File: src/pkg/dee_pkg.sv
// Package for the data EEPROM access controller and its processor-side driver.
// Assumes a single 250 MHz clock shared by both ends.
package dee_pkg;
	localparam int ADDR_W = 9;
	localparam int DATA_W = 8;
	localparam int MEM_BYTES = 512;
	localparam int ROW_BYTES = 64;
	localparam logic [7:0] OFS_ADDR = 8'hf2;
	localparam logic [7:0] OFS_CTRL = 8'hf1;
	localparam logic [7:0] OFS_DATA = 8'hf3;
	localparam int BIT_A8 = 0;
	localparam int BIT_SEL_LO = 4;
	localparam int BIT_HV_ERROR = 6;
	localparam int BIT_DONE = 7;
	localparam logic [7:0] CTRL_RESET = 8'h00;
	localparam logic [7:0] CTRL_WMASK = 8'h31;
	localparam int CLK_MHZ = 250;
	localparam int PROG_TIME_US = 4000;
	localparam int PROG_CYCLES = PROG_TIME_US * CLK_MHZ;
	localparam int READ_CYCLES = 3;
	localparam logic [7:0] HOST_OFS_CMD = 8'h00;
	localparam logic [7:0] HOST_OFS_STAT = 8'h04;
	localparam logic [7:0] HOST_OFS_MASK = 8'h08;
	localparam logic [7:0] HOST_OFS_RDATA = 8'h0c;
	typedef enum logic [1:0] {
		DEE_SEL_BYTE = 2'b00,
		DEE_SEL_RSVD = 2'b01,
		DEE_SEL_ROW = 2'b10,
		DEE_SEL_BLOCK = 2'b11
	} dee_sel_e;
endpackage

File: src/pkg/dee_if.sv
// Special function register bus between processor side and the EEPROM block.
// Assumes both ends on the same clock; read data valid the cycle after rd.
`timescale 1ns/100ps
interface dee_if;
	logic       wr;
	logic       rd;
	logic [7:0] addr;
	logic [7:0] wdata;
	logic [7:0] rdata;
	logic       irq;
	modport dev (input wr, rd, addr, wdata, output rdata, irq);
	modport cpu (output wr, rd, addr, wdata, input rdata, irq);
endinterface

File: src/design/dee_timer.sv
// Down counter giving the busy time of one EEPROM operation.
// Assumes load only while idle.
`timescale 1ns/100ps
module dee_timer #(
	parameter int CNT_W = 20
) (
	input  wire logic             clk,   // Clock
	input  wire logic             rst_n, // Async reset
	input  wire logic             load,  // Start pulse
	input  wire logic [CNT_W-1:0] count, // Cycles to run
	output logic                  busy,  // Running
	output logic                  done   // Pulse in the cycle after busy ends
);
	logic [CNT_W-1:0] cnt_reg;

	if (CNT_W < 2) begin : g_cnt_check
		$error("dee_timer: CNT_W too small");
	end

	always_ff @(posedge clk or negedge rst_n) begin
		if (!rst_n) begin
			cnt_reg <= '0;
			busy    <= 1'b0;
			done    <= 1'b0;
		end else begin
			done <= 1'b0;
			if (load) begin
				cnt_reg <= count;
				busy    <= 1'b1;
			end else if (busy) begin
				if (cnt_reg <= 1) begin
					busy <= 1'b0;
					done <= 1'b1;
				end else begin
					cnt_reg <= cnt_reg - 1'b1;
				end
			end
		end
	end
endmodule

File: src/design/dee_ctrl.sv
// Data EEPROM access controller: address, control/status and data registers.
// Assumes processor writes through dee_if; irq gated by enables from outside.
`timescale 1ns/100ps
module dee_ctrl
	import dee_pkg::*;
#(
	parameter int PROG_CNT = PROG_CYCLES
) (
	input  wire logic clk,          // Clock 250 MHz
	input  wire logic rst_n,        // Async reset, any hardware reset
	dee_if.dev        bus,          // Register bus
	input  wire logic hv_fault,     // Programming voltage fault
	input  wire logic irq_enable,   // Eeprom interrupt enable
	input  wire logic global_irq_en // Global interrupt enable
);
	import dee_pkg::*;

	localparam int CNT_W = $clog2(PROG_CNT + 1) + 1;

	logic [DATA_W-1:0] mem [MEM_BYTES];
	logic [7:0]        addr_lo_reg;
	logic [7:0]        ctrl_reg;
	logic [7:0]        data_reg;
	logic [7:0]        rdata_reg;
	logic              irq_reg;
	logic              pend_reg;
	logic              hv_s1_reg;
	logic              hv_s2_reg;
	logic [1:0]        kind_reg;
	logic [8:0]        op_addr_reg;
	logic [7:0]        op_data_reg;
	logic              t_load;
	logic [CNT_W-1:0]  t_count;
	logic              busy;
	logic              done;
	dee_sel_e          sel;

	if (PROG_CNT < READ_CYCLES) begin : g_cnt_check
		$error("dee_ctrl: PROG_CNT too small");
	end

	assign sel = dee_sel_e'(ctrl_reg[BIT_SEL_LO +: 2]);

	// Reserved select code starts nothing
	function automatic logic starts_op(input dee_sel_e s);
		return s != DEE_SEL_RSVD;
	endfunction

	wire wr_addr = bus.wr && bus.addr == OFS_ADDR;
	wire wr_ctrl = bus.wr && bus.addr == OFS_CTRL;
	wire wr_data = bus.wr && bus.addr == OFS_DATA;

	// Triggers while busy are dropped
	assign t_load = wr_addr && !busy && starts_op(sel);
	always_comb begin
		if (sel == DEE_SEL_BYTE && !pend_reg)
			t_count = CNT_W'(READ_CYCLES);
		else
			t_count = CNT_W'(PROG_CNT);
	end

	dee_timer #(.CNT_W(CNT_W)) u_timer (
		.clk   (clk),
		.rst_n (rst_n),
		.load  (t_load),
		.count (t_count),
		.busy  (busy),
		.done  (done)
	);

	// Fault pin is asynchronous to us
	always_ff @(posedge clk or negedge rst_n) begin
		if (!rst_n) begin
			hv_s1_reg <= 1'b0;
			hv_s2_reg <= 1'b0;
		end else begin
			hv_s1_reg <= hv_fault;
			hv_s2_reg <= hv_s1_reg;
		end
	end

	always_ff @(posedge clk or negedge rst_n) begin
		if (!rst_n) begin
			pend_reg <= 1'b0;
		end else if (wr_data && sel == DEE_SEL_BYTE && !busy) begin
			pend_reg <= 1'b1;
		end else if (t_load) begin
			pend_reg <= 1'b0;
		end
	end

	always_ff @(posedge clk or negedge rst_n) begin
		if (!rst_n) begin
			addr_lo_reg <= 8'h00;
			data_reg    <= 8'h00;
		end else begin
			if (wr_addr && !busy)
				addr_lo_reg <= bus.wdata;
			if (wr_data && !busy)
				data_reg <= bus.wdata;
			else if (done && kind_reg == 2'b01)
				data_reg <= mem[op_addr_reg];
		end
	end

	// kind: 00 none, 01 read, 10 program
	always_ff @(posedge clk or negedge rst_n) begin
		if (!rst_n) begin
			kind_reg    <= 2'b00;
			op_addr_reg <= 9'h000;
			op_data_reg <= 8'h00;
		end else if (t_load) begin
			kind_reg    <= (sel == DEE_SEL_BYTE && !pend_reg) ? 2'b01 : 2'b10;
			op_addr_reg <= {ctrl_reg[BIT_A8], bus.wdata};
			op_data_reg <= data_reg;
		end
	end

	dee_sel_e op_sel_reg;
	always_ff @(posedge clk or negedge rst_n) begin
		if (!rst_n)
			op_sel_reg <= DEE_SEL_BYTE;
		else if (t_load)
			op_sel_reg <= sel;
	end

	// Array update at the end of the busy time
	always_ff @(posedge clk) begin
		if (done && kind_reg == 2'b10 && !hv_s2_reg) begin
			for (int i = 0; i < MEM_BYTES; i++) begin
				if (op_sel_reg == DEE_SEL_BLOCK)
					mem[i] <= op_data_reg;
				else if (op_sel_reg == DEE_SEL_ROW
					&& i[8:6] == op_addr_reg[8:6])
					mem[i] <= op_data_reg;
				else if (op_sel_reg == DEE_SEL_BYTE && i[8:0] == op_addr_reg)
					mem[i] <= op_data_reg;
			end
		end
	end

	always_ff @(posedge clk or negedge rst_n) begin
		if (!rst_n) begin
			ctrl_reg <= CTRL_RESET;
		end else begin
			if (wr_ctrl && !busy)
				ctrl_reg <= (ctrl_reg & ~CTRL_WMASK) | (bus.wdata & CTRL_WMASK);
			// Writing zero clears a flag; hardware set wins
			if (wr_ctrl && !bus.wdata[BIT_DONE])
				ctrl_reg[BIT_DONE] <= 1'b0;
			if (wr_ctrl && !bus.wdata[BIT_HV_ERROR])
				ctrl_reg[BIT_HV_ERROR] <= 1'b0;
			if (done)
				ctrl_reg[BIT_DONE] <= 1'b1;
			if (busy && kind_reg == 2'b10 && hv_s2_reg)
				ctrl_reg[BIT_HV_ERROR] <= 1'b1;
		end
	end

	always_ff @(posedge clk or negedge rst_n) begin
		if (!rst_n) begin
			rdata_reg <= 8'h00;
			irq_reg   <= 1'b0;
		end else begin
			irq_reg <= ctrl_reg[BIT_DONE] && irq_enable && global_irq_en;
			if (bus.rd) begin
				unique case (bus.addr)
					OFS_ADDR: rdata_reg <= addr_lo_reg;
					OFS_CTRL: rdata_reg <= {ctrl_reg[7:4], 3'b000, ctrl_reg[0]};
					OFS_DATA: rdata_reg <= data_reg;
					default:  rdata_reg <= 8'h00;
				endcase
			end
		end
	end

	assign bus.rdata = rdata_reg;
	assign bus.irq   = irq_reg;
endmodule

File: src/flat_wrapper.sv
// flat-port wrapper written by rule: the top's interface ports become plain ports
module dee_ctrl_flat import dee_pkg::*;
#(
	parameter int PROG_CNT = PROG_CYCLES
)
  (clk, rst_n, hv_fault, irq_enable, global_irq_en, bus_wr, bus_rd, bus_addr, bus_wdata, bus_rdata, bus_irq);
  dee_if bus_i ();
  input  wire logic clk;
  input  wire logic rst_n;
  input  wire logic hv_fault;
  input  wire logic irq_enable;
  input  wire logic global_irq_en;
  input wire logic [$bits(bus_i.wr)-1:0] bus_wr;
  input wire logic [$bits(bus_i.rd)-1:0] bus_rd;
  input wire logic [$bits(bus_i.addr)-1:0] bus_addr;
  input wire logic [$bits(bus_i.wdata)-1:0] bus_wdata;
  output wire logic [$bits(bus_i.rdata)-1:0] bus_rdata;
  output wire logic [$bits(bus_i.irq)-1:0] bus_irq;
  assign bus_i.wr = bus_wr;
  assign bus_i.rd = bus_rd;
  assign bus_i.addr = bus_addr;
  assign bus_i.wdata = bus_wdata;
  assign bus_rdata = bus_i.rdata;
  assign bus_irq = bus_i.irq;
  dee_ctrl #(.PROG_CNT(PROG_CNT)) u_core (.clk(clk), .rst_n(rst_n), .bus(bus_i), .hv_fault(hv_fault), .irq_enable(irq_enable), .global_irq_en(global_irq_en));
endmodule
File: config.mk
export PLATFORM = sky130hd
export DESIGN_NAME = dee_ctrl_flat
export DESIGN_NICKNAME = d
export VERILOG_FILES = /design/src/pkg/dee_pkg.sv /design/src/pkg/dee_if.sv /design/src/design/dee_timer.sv /design/src/design/dee_ctrl.sv /design/src/flat_wrapper.sv
export SDC_FILE = /design/constraint.sdc
export NUM_CORES = 2
export LEC_CHECK = 0
export BUFFER_PORTS_ARGS = -buffer_cell sky130_fd_sc_hd__buf_2
export CAP_MARGIN = 30
export CORE_MARGIN = 2
export CORE_UTILIZATION = 40
export CTS_BUF_LIST = sky130_fd_sc_hd__clkbuf_8
export CTS_CLUSTER_SIZE = 40
export DETAILED_ROUTE_END_ITERATION = 10
export PLACE_DENSITY = 0.6
export SLEW_MARGIN = 5
export SYNTH_ARGS = -nofsm -noshare
export SYNTH_HDL_FRONTEND = slang
export SYNTH_SLANG_ARGS = --single-unit
File: constraint.sdc
create_clock -name clk -period 9.4 [get_ports clk]
set_input_delay 0.47 -clock clk [delete_from_list [all_inputs] [get_ports clk]]
set_output_delay 0.47 -clock clk [all_outputs]
set_load 0.02 [all_outputs]
==> results.md <==
* CTS tree: done
* Mapped cell area at 163100 um^2
* Global-route wire length before repair at 676100 um
* Critical path endpoint category: register
* Number of detailed-route iterations in the first pass at 6
* Proportion of layout cells with a drive suffix above 1 at 0.2914
* Weighted congestion reported at the end of routability-driven placement at 0.9053
* Post-DP HPWL at 295000 um
* Startpoint-to-endpoint class of the critical path: reg -> reg
* Number of core rows at 234
* Fin Setup TNS at 0 ns
* Initial core utilization at 0.4016
* Final core area utilization at 0.4582
* Headroom to the max-slew limit at 0.04728
* Met1 GRT Util at 0.3197
* Io pins at 32
* Vias in the first global route at 87.05k
* Power density over the cells at 198.7 nW/um^2
* Distinct cells, synth at 72
* Number of antenna violations at the first check in global routing at 49
* Warning count from the yosys run at 0
* Syn avg cell area at 21.06 um^2
* Per-cell routed wire length at 33.06 um
* Maximum number of pins on one net before global-route repair at 225
* Top cells by area in the synthesized netlist: sky130_fd_sc_hd__edfxtp_1, sky130_fd_sc_hd__mux4_2, sky130_fd_sc_hd__mux2i_1, sky130_fd_sc_hd__o21ai_0, sky130_fd_sc_hd__dfrtp_1
* Hold buffers post-CTS at 28
* Number of buffers inserted by port buffering at 31
* Number of buffers inserted during clock tree synthesis at 643
* Max VDD drop at 0.0001733 V
* Mean number of vias per cell at 5.980
* Final cell count without fillers at 14.68k
* H-tree depth at 6
* Buffer type at the clock tree root: sky130_fd_sc_hd__clkbuf_8
* Met2 demand-to-capacity share in global routing at 0.3527
* Total vias in the final route at 87.76k
* Unrepaired setup endpoints after global routing: no
* Routed WL at 485100 um
* Std-Cell Core Area at 406100 um^2
* Sequential fraction of the synthesis area at 0.7660
* Chain of cells forming the critical path: buf_12 -> nor2_4 -> buf_4 -> nand2_1 -> o22ai_1 -> a31oi_1 -> nand2_1 -> a22oi_1 -> a31oi_1 -> o21ai_1
* Startpoint Class: register
* Cell type group with the largest total delay on the critical path: simple AND/OR/NAND/NOR gates
* Max-cap viol count at 0
* Number of flip-flops under the largest register name at 4096
* Int Power at 0.02822 W
* Number of DRC markers after the initial detailed-route iteration at 13.53k
* Layer carrying the most global-route usage: met2
* Combinational cell fraction of total power at 0.059
* Switching share of power at 0.2366
* Count of mapped cells out of synthesis at 7745
* Largest fanout on the critical path at 61
* Final number of hold-violating endpoints at 0
* Final number of setup-violating endpoints at 0
* Static Leakage at 62.52 nW
* Sink count of the clock tree at 4173
* Synthesized Nets at 7770
* Total DRC errors in the routed layout at 0
* Total power at 0.03697 W
* Buffer depth of the longest clock path at 4
* Clock skew after layout at 0.09231 ns
* FFs w/ async S/R, synth at 0.01845
* Library cell occupying the most area in the post-synthesis netlist: sky130_fd_sc_hd__edfxtp_1
* Area after DPL at 173500 um^2
* Final min period at 5.616 ns
* Number of resized instances in the post-cts repair step at 0
* Slowest cell on the critical path: sky130_fd_sc_hd__nand2_1
* Count of filler cells inserted in the layout at 34.00k
* Slew Viols, Final at 0
* Worst hold-check path type: in -> reg
* CTS clock-pin slew for the worst setup and hold paths at 0.07 ns
* FF+latch count, synth at 4173
* Fraction of power consumed by sequential logic at 0.556
* Yosys top cell area share at 0.7542
* Total Die Area at 412800 um^2
* Number of enable flip-flop cells after synthesis at 4096
* Count of antenna-violating nets left after detailed routing at 0
* Clock insertion delay at the later pin of the skew report at 1.26 ns
* Power share of the clock group at 0.385
* Measured slew at the worst slew-check pin at 1.429 ns
* Ratio of final minimum period to clock period at 0.5974
* Switch Pwr at 0.008746 W
* Required time of the worst setup path at 10.47 ns
* Peak Freq at 178.1 MHz
* Number of buffers added for setup after CTS at 0
* Area growth from synthesis to layout at 14.09%
* WP data arrival at 6.69 ns
* Placed Cells at 13.43k
* Maximum cell stage delay along the critical path at 0.82 ns
* Main flop type after synthesis: sky130_fd_sc_hd__edfxtp_1
* Critical path buffer and inverter count at 2
* Outcome: finished, final reports clean
* Floorplan die width at 642.5 um
* Overflow left after global routing at 0
* Die extent in y at 642.5 um
* GRT met3 Usage at 0.05657
* Post-layout net count at 8720
* Fin area at 186100 um^2
* Overall track demand over capacity in global routing at 0.2300
## final timing paths
path | from | to | slack, ns | depth (start not counted)
worst max-delay path | u_core.op_addr_reg[2] | u_core.data_reg[2] | 3.78 | 10
worst min-delay path | bus_wdata[4] | u_core.op_addr_reg[4] | 0.12 | 4
worst max register to register | u_core.op_addr_reg[2] | u_core.data_reg[2] | 3.78 | 10
worst min register to register | u_core.hv_s1_reg | u_core.hv_s2_reg | 0.36 | 0
max in group asynchronous | rst_n | u_core.op_addr_reg[3] | 8.41 | 4
min in group asynchronous | rst_n | u_core.bus.rdata[7] | 0.32 | 4
## cells by family after synthesis
| group | after synthesis | synth area share |
|---|---|---|
| AOI/OAI and AO/OA | 1087 | 0.04043 |
| and+or+nand+nor | 579 | 0.01756 |
| adders and majority gates | 2 | 0.0001534 |
| buffers and inverters | 539 | 0.01708 |
| muxes | 1347 | 0.1578 |
| xor gates and xnor gates | 18 | 0.0009667 |
| DFF | 4173 | 0.7660 |
## per-layer routing
layer	vias to the layer above	part of all wire
li1	34707	-
met1	46590	0.39
met2	5595	0.46
met3	859	0.11
met4	6	0.036
met5	-	0.00054
## tightest hold or removal path, cell delays in order
cell and delay [ns]:
sky130_fd_sc_hd__dlygate4sd3_1 0.53, sky130_fd_sc_hd__buf_2 0.19, sky130_fd_sc_hd__nand2_1 0.08, sky130_fd_sc_hd__nand2_1 0.04
## power groups by stage
stage	Clock (W)	Combinational (W)	Sequential [W]
2_1_floorplan	0	0.00113	0.0212
3_3_place_gp	0	0.00209	0.0210
3_5_place_dp	0	0.00213	0.0210
4_1_cts	0.0145	0.00214	0.0206
5_1_grt	0.0152	0.00225	0.0206
6_report	0.0142	0.00217	0.0206
## layout make-up
| cell class | count | area (um^2) | area share |
|---|---|---|---|
| repair buffers | 822 | 6643 | 0.03570 |
| well taps | 5428 | 6792 | 0.03650 |
| multi-input cells | 3033 | 35630 | 0.1915 |
| clock buffers | 660 | 9084 | 0.04882 |
| flip-flops and latches | 4173 | 125000 | 0.6717 |
| inverters | 22 | 83.83 | 0.0004505 |
| diodes | 41 | 102.6 | 0.0005514 |
| clock inverters | 496 | 2758 | 0.01482 |
## through the flow
step                      worst slack [ns]  hold slack [ns]
final                                3.784           0.1217
after global routing                 3.765          0.08788
after CTS                            3.841          0.02117
after detailed placement             3.828           0.3471
after global placement               3.826           0.3441
after floorplan                      1.931           0.1744
## synthesized netlist by cell type (7+ instances only)
cell,number
sky130_fd_sc_hd__nor2_1,91
sky130_fd_sc_hd__nand3_1,89
sky130_fd_sc_hd__mux2i_1,327
sky130_fd_sc_hd__nand2_1,202
sky130_fd_sc_hd__o22ai_1,72
sky130_fd_sc_hd__buf_2,128
sky130_fd_sc_hd__o22a_1,7
sky130_fd_sc_hd__nor3_1,28
sky130_fd_sc_hd__o221ai_1,21
sky130_fd_sc_hd__or4_1,7
sky130_fd_sc_hd__buf_6,16
sky130_fd_sc_hd__and3_1,10
sky130_fd_sc_hd__buf_1,22
sky130_fd_sc_hd__inv_1,21
sky130_fd_sc_hd__a31oi_1,22
sky130_fd_sc_hd__nor4_1,14
sky130_fd_sc_hd__a221oi_1,19
sky130_fd_sc_hd__edfxtp_1,4096
sky130_fd_sc_hd__o211ai_1,14
sky130_fd_sc_hd__nor2b_1,23
sky130_fd_sc_hd__mux4_2,975
sky130_fd_sc_hd__a211oi_1,30
sky130_fd_sc_hd__o32ai_1,9
sky130_fd_sc_hd__nand4_1,35
sky130_fd_sc_hd__dfrtp_1,77
sky130_fd_sc_hd__o2111ai_1,9
sky130_fd_sc_hd__a21oi_1,79
sky130_fd_sc_hd__or3_1,13
sky130_fd_sc_hd__a22oi_1,181
sky130_fd_sc_hd__o21ai_0,559
sky130_fd_sc_hd__clkbuf_1,222
sky130_fd_sc_hd__xnor2_1,12
sky130_fd_sc_hd__buf_4,128
sky130_fd_sc_hd__nand2b_1,16
sky130_fd_sc_hd__mux2_2,45
sky130_fd_sc_hd__a22o_1,20
## placed cells by master, fill, tap and decap left out, types with 61 or more instances in the layout
master and n:
sky130_fd_sc_hd__a22oi_1 181, sky130_fd_sc_hd__a21oi_1 78, sky130_fd_sc_hd__clkinv_1 153, sky130_fd_sc_hd__o21ai_0 540, sky130_fd_sc_hd__edfxtp_1 4096, sky130_fd_sc_hd__nand3_1 86, sky130_fd_sc_hd__clkbuf_8 660, sky130_fd_sc_hd__nor2_1 86
sky130_fd_sc_hd__nand2_1 201, sky130_fd_sc_hd__buf_4 705, sky130_fd_sc_hd__mux4_2 975, sky130_fd_sc_hd__clkinv_2 70, sky130_fd_sc_hd__o22ai_1 72, sky130_fd_sc_hd__inv_1 225, sky130_fd_sc_hd__mux2i_1 326, sky130_fd_sc_hd__dfrtp_1 61
Note: power is estimated with default switching activity, not from simulation.
